===== config.mk =====
export PLATFORM = sky130hd
export DESIGN_NAME = pdo_mapper
export DESIGN_NICKNAME = d
export VERILOG_FILES = /design/src/rtl/pdo_mapper.v /design/src/rtl/pdo_fifo.v /design/src/rtl/pdo_tick.v
export VERILOG_INCLUDE_DIRS = /design/src /design/src/rtl
export SDC_FILE = /design/constraint.sdc
export NUM_CORES = 2
export LEC_CHECK = 0
export ABC_AREA = 0
export BUFFER_PORTS_ARGS = -buffer_cell sky130_fd_sc_hd__buf_4
export CORE_AREA = 5 5 367 369
export CTS_CLUSTER_DIAMETER = 60
export DETAILED_ROUTE_END_ITERATION = 10
export DIE_AREA = 0 0 372 374
export PLACE_DENSITY = 0.75
export SYNTH_ARGS = -nofsm -noshare
export SYNTH_HDL_FRONTEND = slang
export SYNTH_SLANG_ARGS = --single-unit

===== constraint.sdc =====
create_clock -name clk_in -period 6.52 [get_ports clk_in]
set_input_delay 0.326 -clock clk_in [delete_from_list [all_inputs] [get_ports clk_in]]
set_output_delay 0.326 -clock clk_in [all_outputs]
set_load 0.02 [all_outputs]

===== src/rtl/pdo_map.vh =====
// Message map constants for the process-data layer of the valve positioner.
// Assumes 11-bit CAN identifiers and data bytes packed byte 0 in bits [7:0].
`ifndef PDO_MAP_VH
`define PDO_MAP_VH

// ============================================================
// Identifier bases; the node number is added to each one except ID_SYNC.
`define ID_SYNC 11'h080
`define ID_TX_FAST 11'h180
`define ID_TX_TEMP 11'h280
`define ID_TX_VOLT 11'h380
`define ID_TX_ERR_A 11'h2E0
`define ID_TX_ERR_B 11'h3E0
`define ID_TX_ERR_C 11'h4E0
`define ID_RX_FAST 11'h200
`define ID_RX_TRK_LIM 11'h300
`define ID_RX_RES_LIM 11'h400
`define ID_RX_TRK_TIME 11'h500
`define ID_RX_DIFF_MODE 11'h260
`define ID_RX_MOT_LIM 11'h360
`define ID_RX_SHF_LIM 11'h460
`define ID_RX_PE_TIME 11'h560

// ============================================================
// Data lengths in bytes.
`define DLC_TX_FAST 4'h5
`define DLC_SLOW 4'h8
`define DLC_RX_FAST_MIN 4'h3
`define DLC_RX_FAST_MAX 4'h4
`define DLC_RX_TRK_TIME 4'h4
`define DLC_RX_DIFF_MODE 4'h2

// ============================================================
// Field positions inside the 64-bit data word.
`define STATUS_USED_BITS 6
`define CMD2_AUTO_DETECT_BIT 0

// ============================================================
// Resolver difference mode codes.
`define DMODE_MIN 16'h0000
`define DMODE_MAX 16'h0001
`define DMODE_AVG 16'h0002

// ============================================================
// Reset values of received parameters.
`define RST_WORD16 16'h0000
`define RST_WORD32 32'h00000000
`define RST_DMODE 2'h0

// ============================================================
// Timing: slow message spacing and clock rate.
`define SLOW_SPACING_US 2000
`define CLK_MHZ 200
`define SLOW_COUNT 5

`endif


===== src/rtl/pdo_mapper.v =====
// Process-data message layer of a valve positioner on a CANopen network.
// Assumes a CAN controller below that hands over whole received frames
// and drains whole transmit frames; all inputs are synchronous to clk_in.
//
// Notes on behaviour
// - One fast message each way per frame.
// - Slow messages spaced on a 2 ms tick.
// - SDO parameter writes refused; only PDOs write.
// - Fast status: position, current, six status bits.
// - Temperature/current and two voltages as floats.
// - Error flag words 0-3 in one message.
// - Error flag words 4, 5, 13; tail unused.
// - Error flag words 8, 9, 10; tail unused.
// - Fast demand: position, command bytes 1, 2.
// - Tracking alarm and shutdown error limits.
// - Resolver alarm and shutdown error limits.
// - Tracking alarm and shutdown times, uint16.
// - Motor position-error alarm and shutdown limits.
// - Shaft position-error alarm and shutdown limits.
// - Motor and shaft alarm/shutdown times.
// - Identifier is base plus node number, SYNC excepted.
// - Difference mode: minimum, maximum or average.
// - Fast status sent only after SYNC.
// - Two-byte fields low byte first.
`timescale 1ns/10ps
`include "pdo_map.vh"

module pdo_mapper #(
	parameter SLOW_TICK_CYCLES = `SLOW_SPACING_US * `CLK_MHZ,
	parameter TICK_CW = 19,
	parameter FIFO_DEPTH = 16,
	parameter FIFO_AW = 4
) (
	// Clock and reset.
	input wire clk_in,
	input wire nrst_in,
	// Node number.
	input wire [6:0] node_id_in,
	// Received frames.
	input wire rx_valid_in,
	input wire [10:0] rx_id_in,
	input wire [3:0] rx_dlc_in,
	input wire [63:0] rx_data_in,
	output wire rx_ready_out,
	// SDO write requests aimed at parameter objects.
	input wire sdo_wr_in,
	output reg sdo_refuse_out,
	// Valve state to report.
	input wire [15:0] act_pos_in,
	input wire [15:0] act_cur_in,
	input wire [5:0] status_bits_in,
	input wire [31:0] drv_temp_in,
	input wire [31:0] drv_icur_in,
	input wire [31:0] volt1_in,
	input wire [31:0] volt2_in,
	input wire [223:0] err_flags_in,
	// Transmit frames.
	output wire tx_valid_out,
	output wire [10:0] tx_id_out,
	output wire [3:0] tx_dlc_out,
	output wire [63:0] tx_data_out,
	input wire tx_ready_in,
	// Applied fast demand.
	output reg [15:0] pos_demand_out,
	output reg [7:0] cmd1_out,
	output reg auto_detect_out,
	output reg sync_seen_out,
	// Received slow parameters.
	output reg [31:0] trk_alarm_lim_out,
	output reg [31:0] trk_shut_lim_out,
	output reg [31:0] res_alarm_lim_out,
	output reg [31:0] res_shut_lim_out,
	output reg [15:0] trk_alarm_time_out,
	output reg [15:0] trk_shut_time_out,
	output reg [1:0] diff_mode_out,
	output reg [31:0] mot_alarm_lim_out,
	output reg [31:0] mot_shut_lim_out,
	output reg [31:0] shf_alarm_lim_out,
	output reg [31:0] shf_shut_lim_out,
	output reg [15:0] mot_alarm_time_out,
	output reg [15:0] mot_shut_time_out,
	output reg [15:0] shf_alarm_time_out,
	output reg [15:0] shf_shut_time_out
);

	localparam FW = 79;

	// ============================================================
	// Identifier match.
	wire [10:0] node_ext;
	wire hit_sync, hit_fast, hit_trk_lim, hit_res_lim, hit_trk_time;
	wire hit_dmode, hit_mot_lim, hit_shf_lim, hit_pe_time, rx_take;

	// The controller below buffers frames, so reception never stalls.
	assign rx_ready_out = 1'b1;
	assign rx_take = rx_valid_in;
	assign node_ext = {4'h0, node_id_in};

	// Each message but SYNC answers only at its base plus this node number; SYNC uses ID_SYNC alone.
	assign hit_sync = rx_take && rx_id_in == `ID_SYNC;
	assign hit_fast = rx_take &&
		rx_id_in == `ID_RX_FAST + node_ext &&
		(rx_dlc_in == `DLC_RX_FAST_MIN ||
		rx_dlc_in == `DLC_RX_FAST_MAX);
	assign hit_trk_lim = rx_take && rx_dlc_in == `DLC_SLOW &&
		rx_id_in == `ID_RX_TRK_LIM + node_ext;
	assign hit_res_lim = rx_take && rx_dlc_in == `DLC_SLOW &&
		rx_id_in == `ID_RX_RES_LIM + node_ext;
	assign hit_trk_time = rx_take && rx_dlc_in == `DLC_RX_TRK_TIME &&
		rx_id_in == `ID_RX_TRK_TIME + node_ext;
	assign hit_dmode = rx_take && rx_dlc_in == `DLC_RX_DIFF_MODE &&
		rx_id_in == `ID_RX_DIFF_MODE + node_ext;
	assign hit_mot_lim = rx_take && rx_dlc_in == `DLC_SLOW &&
		rx_id_in == `ID_RX_MOT_LIM + node_ext;
	assign hit_shf_lim = rx_take && rx_dlc_in == `DLC_SLOW &&
		rx_id_in == `ID_RX_SHF_LIM + node_ext;
	assign hit_pe_time = rx_take && rx_dlc_in == `DLC_SLOW &&
		rx_id_in == `ID_RX_PE_TIME + node_ext;

	// ============================================================
	// Fast demand: held aside, applied only when SYNC arrives.
	reg [15:0] dem_pos_q;
	reg [7:0] dem_cmd1_q;
	reg dem_cmd2_q;

	// A three-byte demand keeps the previous command byte 2.
	always @(posedge clk_in or negedge nrst_in) begin
		if (!nrst_in) begin
			dem_pos_q <= `RST_WORD16;
			dem_cmd1_q <= 8'h00;
			dem_cmd2_q <= 1'b0;
		end else if (hit_fast) begin
			dem_pos_q <= rx_data_in[15:0];
			dem_cmd1_q <= rx_data_in[23:16];
			if (rx_dlc_in == `DLC_RX_FAST_MAX) begin
				dem_cmd2_q <= rx_data_in[24 + `CMD2_AUTO_DETECT_BIT];
			end
		end
	end

	// SYNC closes the frame; the held demand becomes the live one.
	always @(posedge clk_in or negedge nrst_in) begin
		if (!nrst_in) begin
			pos_demand_out <= `RST_WORD16;
			cmd1_out <= 8'h00;
			auto_detect_out <= 1'b0;
			sync_seen_out <= 1'b0;
		end else begin
			sync_seen_out <= hit_sync;
			if (hit_sync) begin
				pos_demand_out <= dem_pos_q;
				cmd1_out <= dem_cmd1_q;
				auto_detect_out <= dem_cmd2_q;
			end
		end
	end

	// ============================================================
	// Slow parameter capture, all fields low byte first.
	always @(posedge clk_in or negedge nrst_in) begin
		if (!nrst_in) begin
			trk_alarm_lim_out <= `RST_WORD32;
			trk_shut_lim_out <= `RST_WORD32;
			res_alarm_lim_out <= `RST_WORD32;
			res_shut_lim_out <= `RST_WORD32;
			trk_alarm_time_out <= `RST_WORD16;
			trk_shut_time_out <= `RST_WORD16;
			mot_alarm_lim_out <= `RST_WORD32;
			mot_shut_lim_out <= `RST_WORD32;
			shf_alarm_lim_out <= `RST_WORD32;
			shf_shut_lim_out <= `RST_WORD32;
			mot_alarm_time_out <= `RST_WORD16;
			mot_shut_time_out <= `RST_WORD16;
			shf_alarm_time_out <= `RST_WORD16;
			shf_shut_time_out <= `RST_WORD16;
		end else begin
			if (hit_trk_lim) begin
				trk_alarm_lim_out <= rx_data_in[31:0];
				trk_shut_lim_out <= rx_data_in[63:32];
			end
			if (hit_res_lim) begin
				res_alarm_lim_out <= rx_data_in[31:0];
				res_shut_lim_out <= rx_data_in[63:32];
			end
			if (hit_trk_time) begin
				trk_alarm_time_out <= rx_data_in[15:0];
				trk_shut_time_out <= rx_data_in[31:16];
			end
			if (hit_mot_lim) begin
				mot_alarm_lim_out <= rx_data_in[31:0];
				mot_shut_lim_out <= rx_data_in[63:32];
			end
			if (hit_shf_lim) begin
				shf_alarm_lim_out <= rx_data_in[31:0];
				shf_shut_lim_out <= rx_data_in[63:32];
			end
			if (hit_pe_time) begin
				mot_alarm_time_out <= rx_data_in[15:0];
				mot_shut_time_out <= rx_data_in[31:16];
				shf_alarm_time_out <= rx_data_in[47:32];
				shf_shut_time_out <= rx_data_in[63:48];
			end
		end
	end

	// An unknown mode code is dropped so the valve keeps a sane mode.
	always @(posedge clk_in or negedge nrst_in) begin
		if (!nrst_in) begin
			diff_mode_out <= `RST_DMODE;
		end else if (hit_dmode) begin
			case (rx_data_in[15:0])
				`DMODE_MIN: diff_mode_out <= 2'h0;
				`DMODE_MAX: diff_mode_out <= 2'h1;
				`DMODE_AVG: diff_mode_out <= 2'h2;
				default: diff_mode_out <= diff_mode_out;
			endcase
		end
	end

	// ============================================================
	// SDO writes to parameter objects are always refused.
	// The master waits for this answer before its next SDO request.
	always @(posedge clk_in or negedge nrst_in) begin
		if (!nrst_in) begin
			sdo_refuse_out <= 1'b0;
		end else begin
			sdo_refuse_out <= sdo_wr_in;
		end
	end

	// ============================================================
	// Slow transmit sequencer.
	localparam [2:0] SLOW_LAST = 3'd`SLOW_COUNT - 3'd1;
	localparam ST_IDLE = 1'b0;
	localparam ST_RUN = 1'b1;
	reg [2:0] slow_idx_q;
	reg state_q, slow_pend_q, fast_pend_q;
	wire tick, start_slow, push_fast, push_slow, fifo_ready;

	// The first tracking-limit message opens the slow reply sequence.
	assign start_slow = hit_trk_lim && state_q == ST_IDLE;

	pdo_tick #(.CYCLES(SLOW_TICK_CYCLES), .CW(TICK_CW)) u_tick (
		.clk_in(clk_in), .nrst_in(nrst_in),
		.restart_in(start_slow),
		.tick_out(tick)
	);

	// One slow message goes out at start and then one per tick.
	always @(posedge clk_in or negedge nrst_in) begin
		if (!nrst_in) begin
			state_q <= ST_IDLE;
			slow_idx_q <= 3'h0;
		end else begin
			case (state_q)
				ST_IDLE: begin
					if (start_slow) begin
						state_q <= ST_RUN;
						slow_idx_q <= 3'h0;
					end
				end
				ST_RUN: begin
					if (push_slow) begin
						if (slow_idx_q == SLOW_LAST) begin
							state_q <= ST_IDLE;
						end else begin
							slow_idx_q <= slow_idx_q + 3'h1;
						end
					end
				end
				default: state_q <= ST_IDLE;
			endcase
		end
	end

	// Pending flags: a new request wins over the clear of the old one.
	always @(posedge clk_in or negedge nrst_in) begin
		if (!nrst_in) begin
			slow_pend_q <= 1'b0;
			fast_pend_q <= 1'b0;
		end else begin
			if (start_slow || (state_q == ST_RUN && tick)) begin
				slow_pend_q <= 1'b1;
			end else if (push_slow) begin
				slow_pend_q <= 1'b0;
			end
			if (hit_sync) begin
				fast_pend_q <= 1'b1;
			end else if (push_fast) begin
				fast_pend_q <= 1'b0;
			end
		end
	end

	// Fast status takes priority; a full FIFO stalls both senders.
	assign push_fast = fast_pend_q & fifo_ready;
	assign push_slow = slow_pend_q & ~fast_pend_q & fifo_ready &
		(state_q == ST_RUN);

	// ============================================================
	// Transmit frame assembly.
	reg [10:0] slow_id;
	reg [63:0] slow_data;
	wire [63:0] fast_data;
	wire [FW-1:0] push_word, pop_word;

	// Byte 4 carries six status bits; the upper two read as zero.
	assign fast_data = {24'h000000, 2'h0,
		status_bits_in[`STATUS_USED_BITS-1:0],
		act_cur_in, act_pos_in};

	// Flag word n is err_flags_in[16n+15:16n]; index 0 takes the default.
	always @* begin
		case (slow_idx_q)
			3'h1: begin
				slow_id = `ID_TX_VOLT + node_ext;
				slow_data = {volt2_in, volt1_in};
			end
			3'h2: begin
				slow_id = `ID_TX_ERR_A + node_ext;
				slow_data = err_flags_in[63:0];
			end
			3'h3: begin
				slow_id = `ID_TX_ERR_B + node_ext;
				slow_data = {16'h0000, err_flags_in[223:208],
					err_flags_in[95:64]};
			end
			3'h4: begin
				slow_id = `ID_TX_ERR_C + node_ext;
				slow_data = {16'h0000, err_flags_in[175:128]};
			end
			default: begin
				slow_id = `ID_TX_TEMP + node_ext;
				slow_data = {drv_icur_in, drv_temp_in};
			end
		endcase
	end

	assign push_word = push_fast ?
		{`ID_TX_FAST + node_ext, `DLC_TX_FAST, fast_data} :
		{slow_id, `DLC_SLOW, slow_data};

	pdo_fifo #(.WIDTH(FW), .DEPTH(FIFO_DEPTH), .AW(FIFO_AW)) u_fifo (
		.clk_in(clk_in), .nrst_in(nrst_in),
		.in_valid_in(push_fast | push_slow),
		.in_data_in(push_word),
		.in_ready_out(fifo_ready),
		.out_valid_out(tx_valid_out),
		.out_data_out(pop_word),
		.out_ready_in(tx_ready_in)
	);

	assign tx_id_out = pop_word[78:68];
	assign tx_dlc_out = pop_word[67:64];
	assign tx_data_out = pop_word[63:0];

endmodule // pdo_mapper


===== src/rtl/pdo_fifo.v =====
// Synchronous FIFO for outgoing message words.
// Assumes one clock; both sides use valid and ready.
`timescale 1ns/10ps

module pdo_fifo #(
	parameter WIDTH = 79,
	parameter DEPTH = 16,
	parameter AW = 4
) (
	// Clock and reset.
	input wire clk_in,
	input wire nrst_in,
	// Filling side.
	input wire in_valid_in,
	input wire [WIDTH-1:0] in_data_in,
	output wire in_ready_out,
	// Draining side.
	output wire out_valid_out,
	output wire [WIDTH-1:0] out_data_out,
	input wire out_ready_in
);

	reg [WIDTH-1:0] mem_q [0:DEPTH-1];
	reg [AW-1:0] wr_q;
	reg [AW-1:0] rd_q;
	reg [AW:0] cnt_q;
	wire push;
	wire pop;

	// Full and empty come straight from the occupancy count.
	assign in_ready_out = (cnt_q != DEPTH[AW:0]);
	assign out_valid_out = (cnt_q != {(AW+1){1'b0}});
	assign out_data_out = mem_q[rd_q];
	assign push = in_valid_in & in_ready_out;
	assign pop = out_valid_out & out_ready_in;

	// Storage has no reset; only entries below the count are ever read.
	always @(posedge clk_in) begin
		if (push) begin
			mem_q[wr_q] <= in_data_in;
		end
	end

	// Pointers wrap because the depth is a power of two.
	always @(posedge clk_in or negedge nrst_in) begin
		if (!nrst_in) begin
			wr_q <= {AW{1'b0}};
			rd_q <= {AW{1'b0}};
			cnt_q <= {(AW+1){1'b0}};
		end else begin
			if (push) begin
				wr_q <= wr_q + 1'b1;
			end
			if (pop) begin
				rd_q <= rd_q + 1'b1;
			end
			if (push && !pop) begin
				cnt_q <= cnt_q + 1'b1;
			end else if (pop && !push) begin
				cnt_q <= cnt_q - 1'b1;
			end
		end
	end

endmodule // pdo_fifo


===== src/rtl/pdo_tick.v =====
// Free counter giving one pulse every CYCLES clocks, restartable.
// Assumes one clock; restart realigns the phase to the current cycle.
`timescale 1ns/10ps

module pdo_tick #(
	parameter CYCLES = 400000,
	parameter CW = 19
) (
	// Clock and reset.
	input wire clk_in,
	input wire nrst_in,
	// Control and pulse.
	input wire restart_in,
	output wire tick_out
);

	localparam integer LAST_I = CYCLES - 1;
	localparam [CW-1:0] LAST = LAST_I[CW-1:0];
	reg [CW-1:0] cnt_q;

	assign tick_out = (cnt_q == LAST) & ~restart_in;

	// Restart wins so the first spacing is a full period.
	always @(posedge clk_in or negedge nrst_in) begin
		if (!nrst_in) begin
			cnt_q <= {CW{1'b0}};
		end else if (restart_in || cnt_q == LAST) begin
			cnt_q <= {CW{1'b0}};
		end else begin
			cnt_q <= cnt_q + 1'b1;
		end
	end

endmodule // pdo_tick


==> out/qor.yml <==
peakVddDrop_v: 0.000419
tritoncts: "yes"
synth_flop_cell: "edfxtp_1"
insertion_delay_ns: 0.80
grt_first_pass_wirelength_um: 264000
cp_data_required_time_ns: 6.19
powerDensity_nw_per_um2: 428
start_util_pct: 50.3
root_buffer: "clkbuf_16"
p_leak_nw: 31.4
die_w_um: 372
cts.sinks: 1676
reg2reg_from: "slow_idx_q[1]$_DFFE_PN0P_"
cap_violations: 0
antenna_found_initial: 3
setup-violations-final: 0
netlist.area_leader.share_pct: 56.2
diodes: 0
design_area_um2: 80800
p_comb_share_pct: 29.6
wirelength_um: 182000
largest_register_ff_count: 1232
hold_violations: 0
hold_class: "in2reg"
grt_pass1_vias: 38300
boundaryPins: 943
rows: 133
synth_fp_nets: 3710
wl_per_cell_um: 29.8
drtAntennaViolNets: 0
worstPathArrival_ns: 3.66
area_delta_synth_final_pct: 22.8
met1_usage_pct: 32.2
cpPeakStageDelay_ns: 0.80
ys_ff_latch: 1676
end_kind: "primary output"
worst_setup_path_start_kind: "register"
worst_slew_pin_slew_ns: 1.40
worst-path-buf-inv: 2
track_usage_pct: 26.1
synth_area_leaders: "edfxtp_1 (56%), dfrtp_1 (17%), mux4_2 (13%)"
grt_use_met2_pct: 45.2
skew_ns: 0.0345
crit_type: "reg2out"
min_from: "act_pos_in[9]"
cts_max_level: 4
crit_path_cell_trace: "buf_4, mux4_2, mux4_2, buf_4"
status: "completed"
crit_slowest_cell: "dfrtp_4"
yosysWarnings: 0
core_um2: 131000
grt-ovfl-total: 0
drt-pass1-iter-count: 5
period_share_pct: 61.2
avgSynthCellArea_um2: 20.5
r2r_setup_slack_ns: 2.54
min_to: "u_fifo.mem_q[6][9]$_DFFE_PP_"
r2r-end: "u_fifo.mem_q[12][25]$_DFFE_PP_"
dieArea_um2: 139000
ys_types: 59
multi_input_area_um2: 16800
final_util_pct: 61.8
synth_edf_count: 1232
synthMostInstantiatedCell: "edfxtp_1"
power.share.clock_pct: 28.5
rsz0062_at_grt: "false"
fin_nets: 4723
switching_share_pct: 30.9
cp_top_family: "multiplexers"
total_power_w: 0.0345
die_h_um: 374
layout_min_cycle_time_ns: 3.99
fin_tns_setup_ns: 0
reg2regPathDepth: 6
seqPwrFrac_pct: 41.9
fill_cells: 9064
fin_cells: 6118
synthTopCellsByCount: "edfxtp_1 (1232), dfrtp_1 (444), mux4_2 (385), mux2_2 (309), nand2_1 (151)"
synth_top_cell_by_area: "edfxtp_1"
power.switching_w: 0.0107
crit_fanout: 40
drc: 0
cts.clk_slew.worst_paths_ns: 0.06
top_usage_layer: "met2"
intPower_w: 0.0239
yosysSeqAreaShare_pct: 73.1
top_register: "u_fifo.mem_q"
post-dp-hpwl_um: 106000
viasPerCell: 5.93
syn_area_um2: 65800
ff_latch_area_um2: 48100
async_flop_share_pct: 26.5
max_freq_mhz: 251
gr-usage-met3_pct: 6.22
gp_congestion: 0.821
drive_above_1_share_pct: 45.7
slew_violations: 0
portBuffers: 876
place_inst: 5732
grt_max_degree: 166
clockBufferDepth: 3
cts_buffers: 170
drt-initial-drc-count: 3384
hold_depth: 3
place_area_um2: 74400
vias: 36300
relSlewSlack_pct: 6.31
syn_inst: 3212
[repair_timing]
| action | in CTS | in global routing |
|---|---|---|
| endpoints found under the hold margin | 583 | 0 |
| resized for setup | 0 | 0 |
| buffers inserted | 0 | 0 |
| hold buffers | 74 | 0 |
[metal layers]
layer	share of wire, %	up-vias	routed length (µm)
li1	-	15000	-
met1	36	19300	65700
met2	52	1697	95500
met3	7.9	300	14500
met4	3.7	0	6750
met5	0	-	0
[power by group through the flow]
stage               Combinational [W]  Sequential [W]  Clock [W]
finish                         0.0102          0.0145    0.00983
global route                   0.0109          0.0145     0.0105
CTS                            0.0103          0.0145    0.00999
detailed placement             0.0102          0.0147          0
global placement              0.00999          0.0146          0
floorplan                     0.00646          0.0144          0
[placed cells by master (no fill, tap or decap), types with 38 or more instances in the layout]
master	instances
nand2_1	149
clkbuf_1	42
mux4_2	385
clkbuf_16	175
mux2_4	63
dlygate4sd3_1	74
a22oi_1	96
mux2_2	309
nor2_1	90
buf_4	940
edfxtp_1	1232
dfrtp_1	440
a41oi_1	38
[kinds of logic (layout without fill, tap and decap cells)]
logic type	after synthesis	after routing	share of synthesized area, %
XOR/XNOR	38	38	0.506
flip-flops	1676	1676	73.1
other	2	2	0.0114
adder cells (fa/ha/maj)	17	17	0.335
buffers and inverters	196	1347	1.49
multiplexers	764	764	20.0
AND/OR/NAND/NOR	332	332	2.33
AO/OA/AOI/OAI	187	187	2.17
[metrics by stage]
step | worst slack, ns | hold WS (ns)
2_1_floorplan | 3.03 | 0.0304
3_3_place_gp | 2.65 | 0.436
3_5_place_dp | 2.58 | 0.437
4_1_cts | 2.37 | 0.0463
5_1_grt | 2.29 | 0.0417
6_report | 2.53 | 0.0419
[tightest hold or removal path, stage by stage]
cell and delay (ns):
buf_4 0.11, nor2_1 0.10, a41oi_1 0.11
[cell type report]
class / count / share of cell area [%]
inverters: 15 / 0.0697
well taps: 1755 / 2.72
repair buffers: 1022 / 9.84
multi-input cells: 1340 / 20.8
clock inverters: 81 / 1.19
clock buffers: 229 / 5.82
flip-flops and latches: 1676 / 59.6
[worst max path at each step]
| stage | slack, ns | endpoint | cells after the start | start |
|---|---|---|---|---|
| 5_1_grt | 2.29 | tx_data_out[16] | 4 | u_fifo.rd_q[0]$_DFFE_PN0P_ |
| 3_5_place_dp | 2.58 | u_fifo.mem_q[1][33]$_DFFE_PP_ | 6 | slow_idx_q[1]$_DFFE_PN0P_ |
| 3_3_place_gp | 2.65 | u_fifo.mem_q[10][25]$_DFFE_PP_ | 6 | slow_idx_q[1]$_DFFE_PN0P_ |
| 2_1_floorplan | 3.03 | u_fifo.mem_q[12][0]$_DFFE_PP_ | 5 | state_q$_DFF_PN0_ |
| 4_1_cts | 2.37 | tx_data_out[15] | 4 | u_fifo.rd_q[0]$_DFFE_PN0P_ |
| 6_report | 2.53 | tx_data_out[15] | 4 | u_fifo.rd_q[0]$_DFFE_PN0P_ |
(Power assumes the default switching activity.)
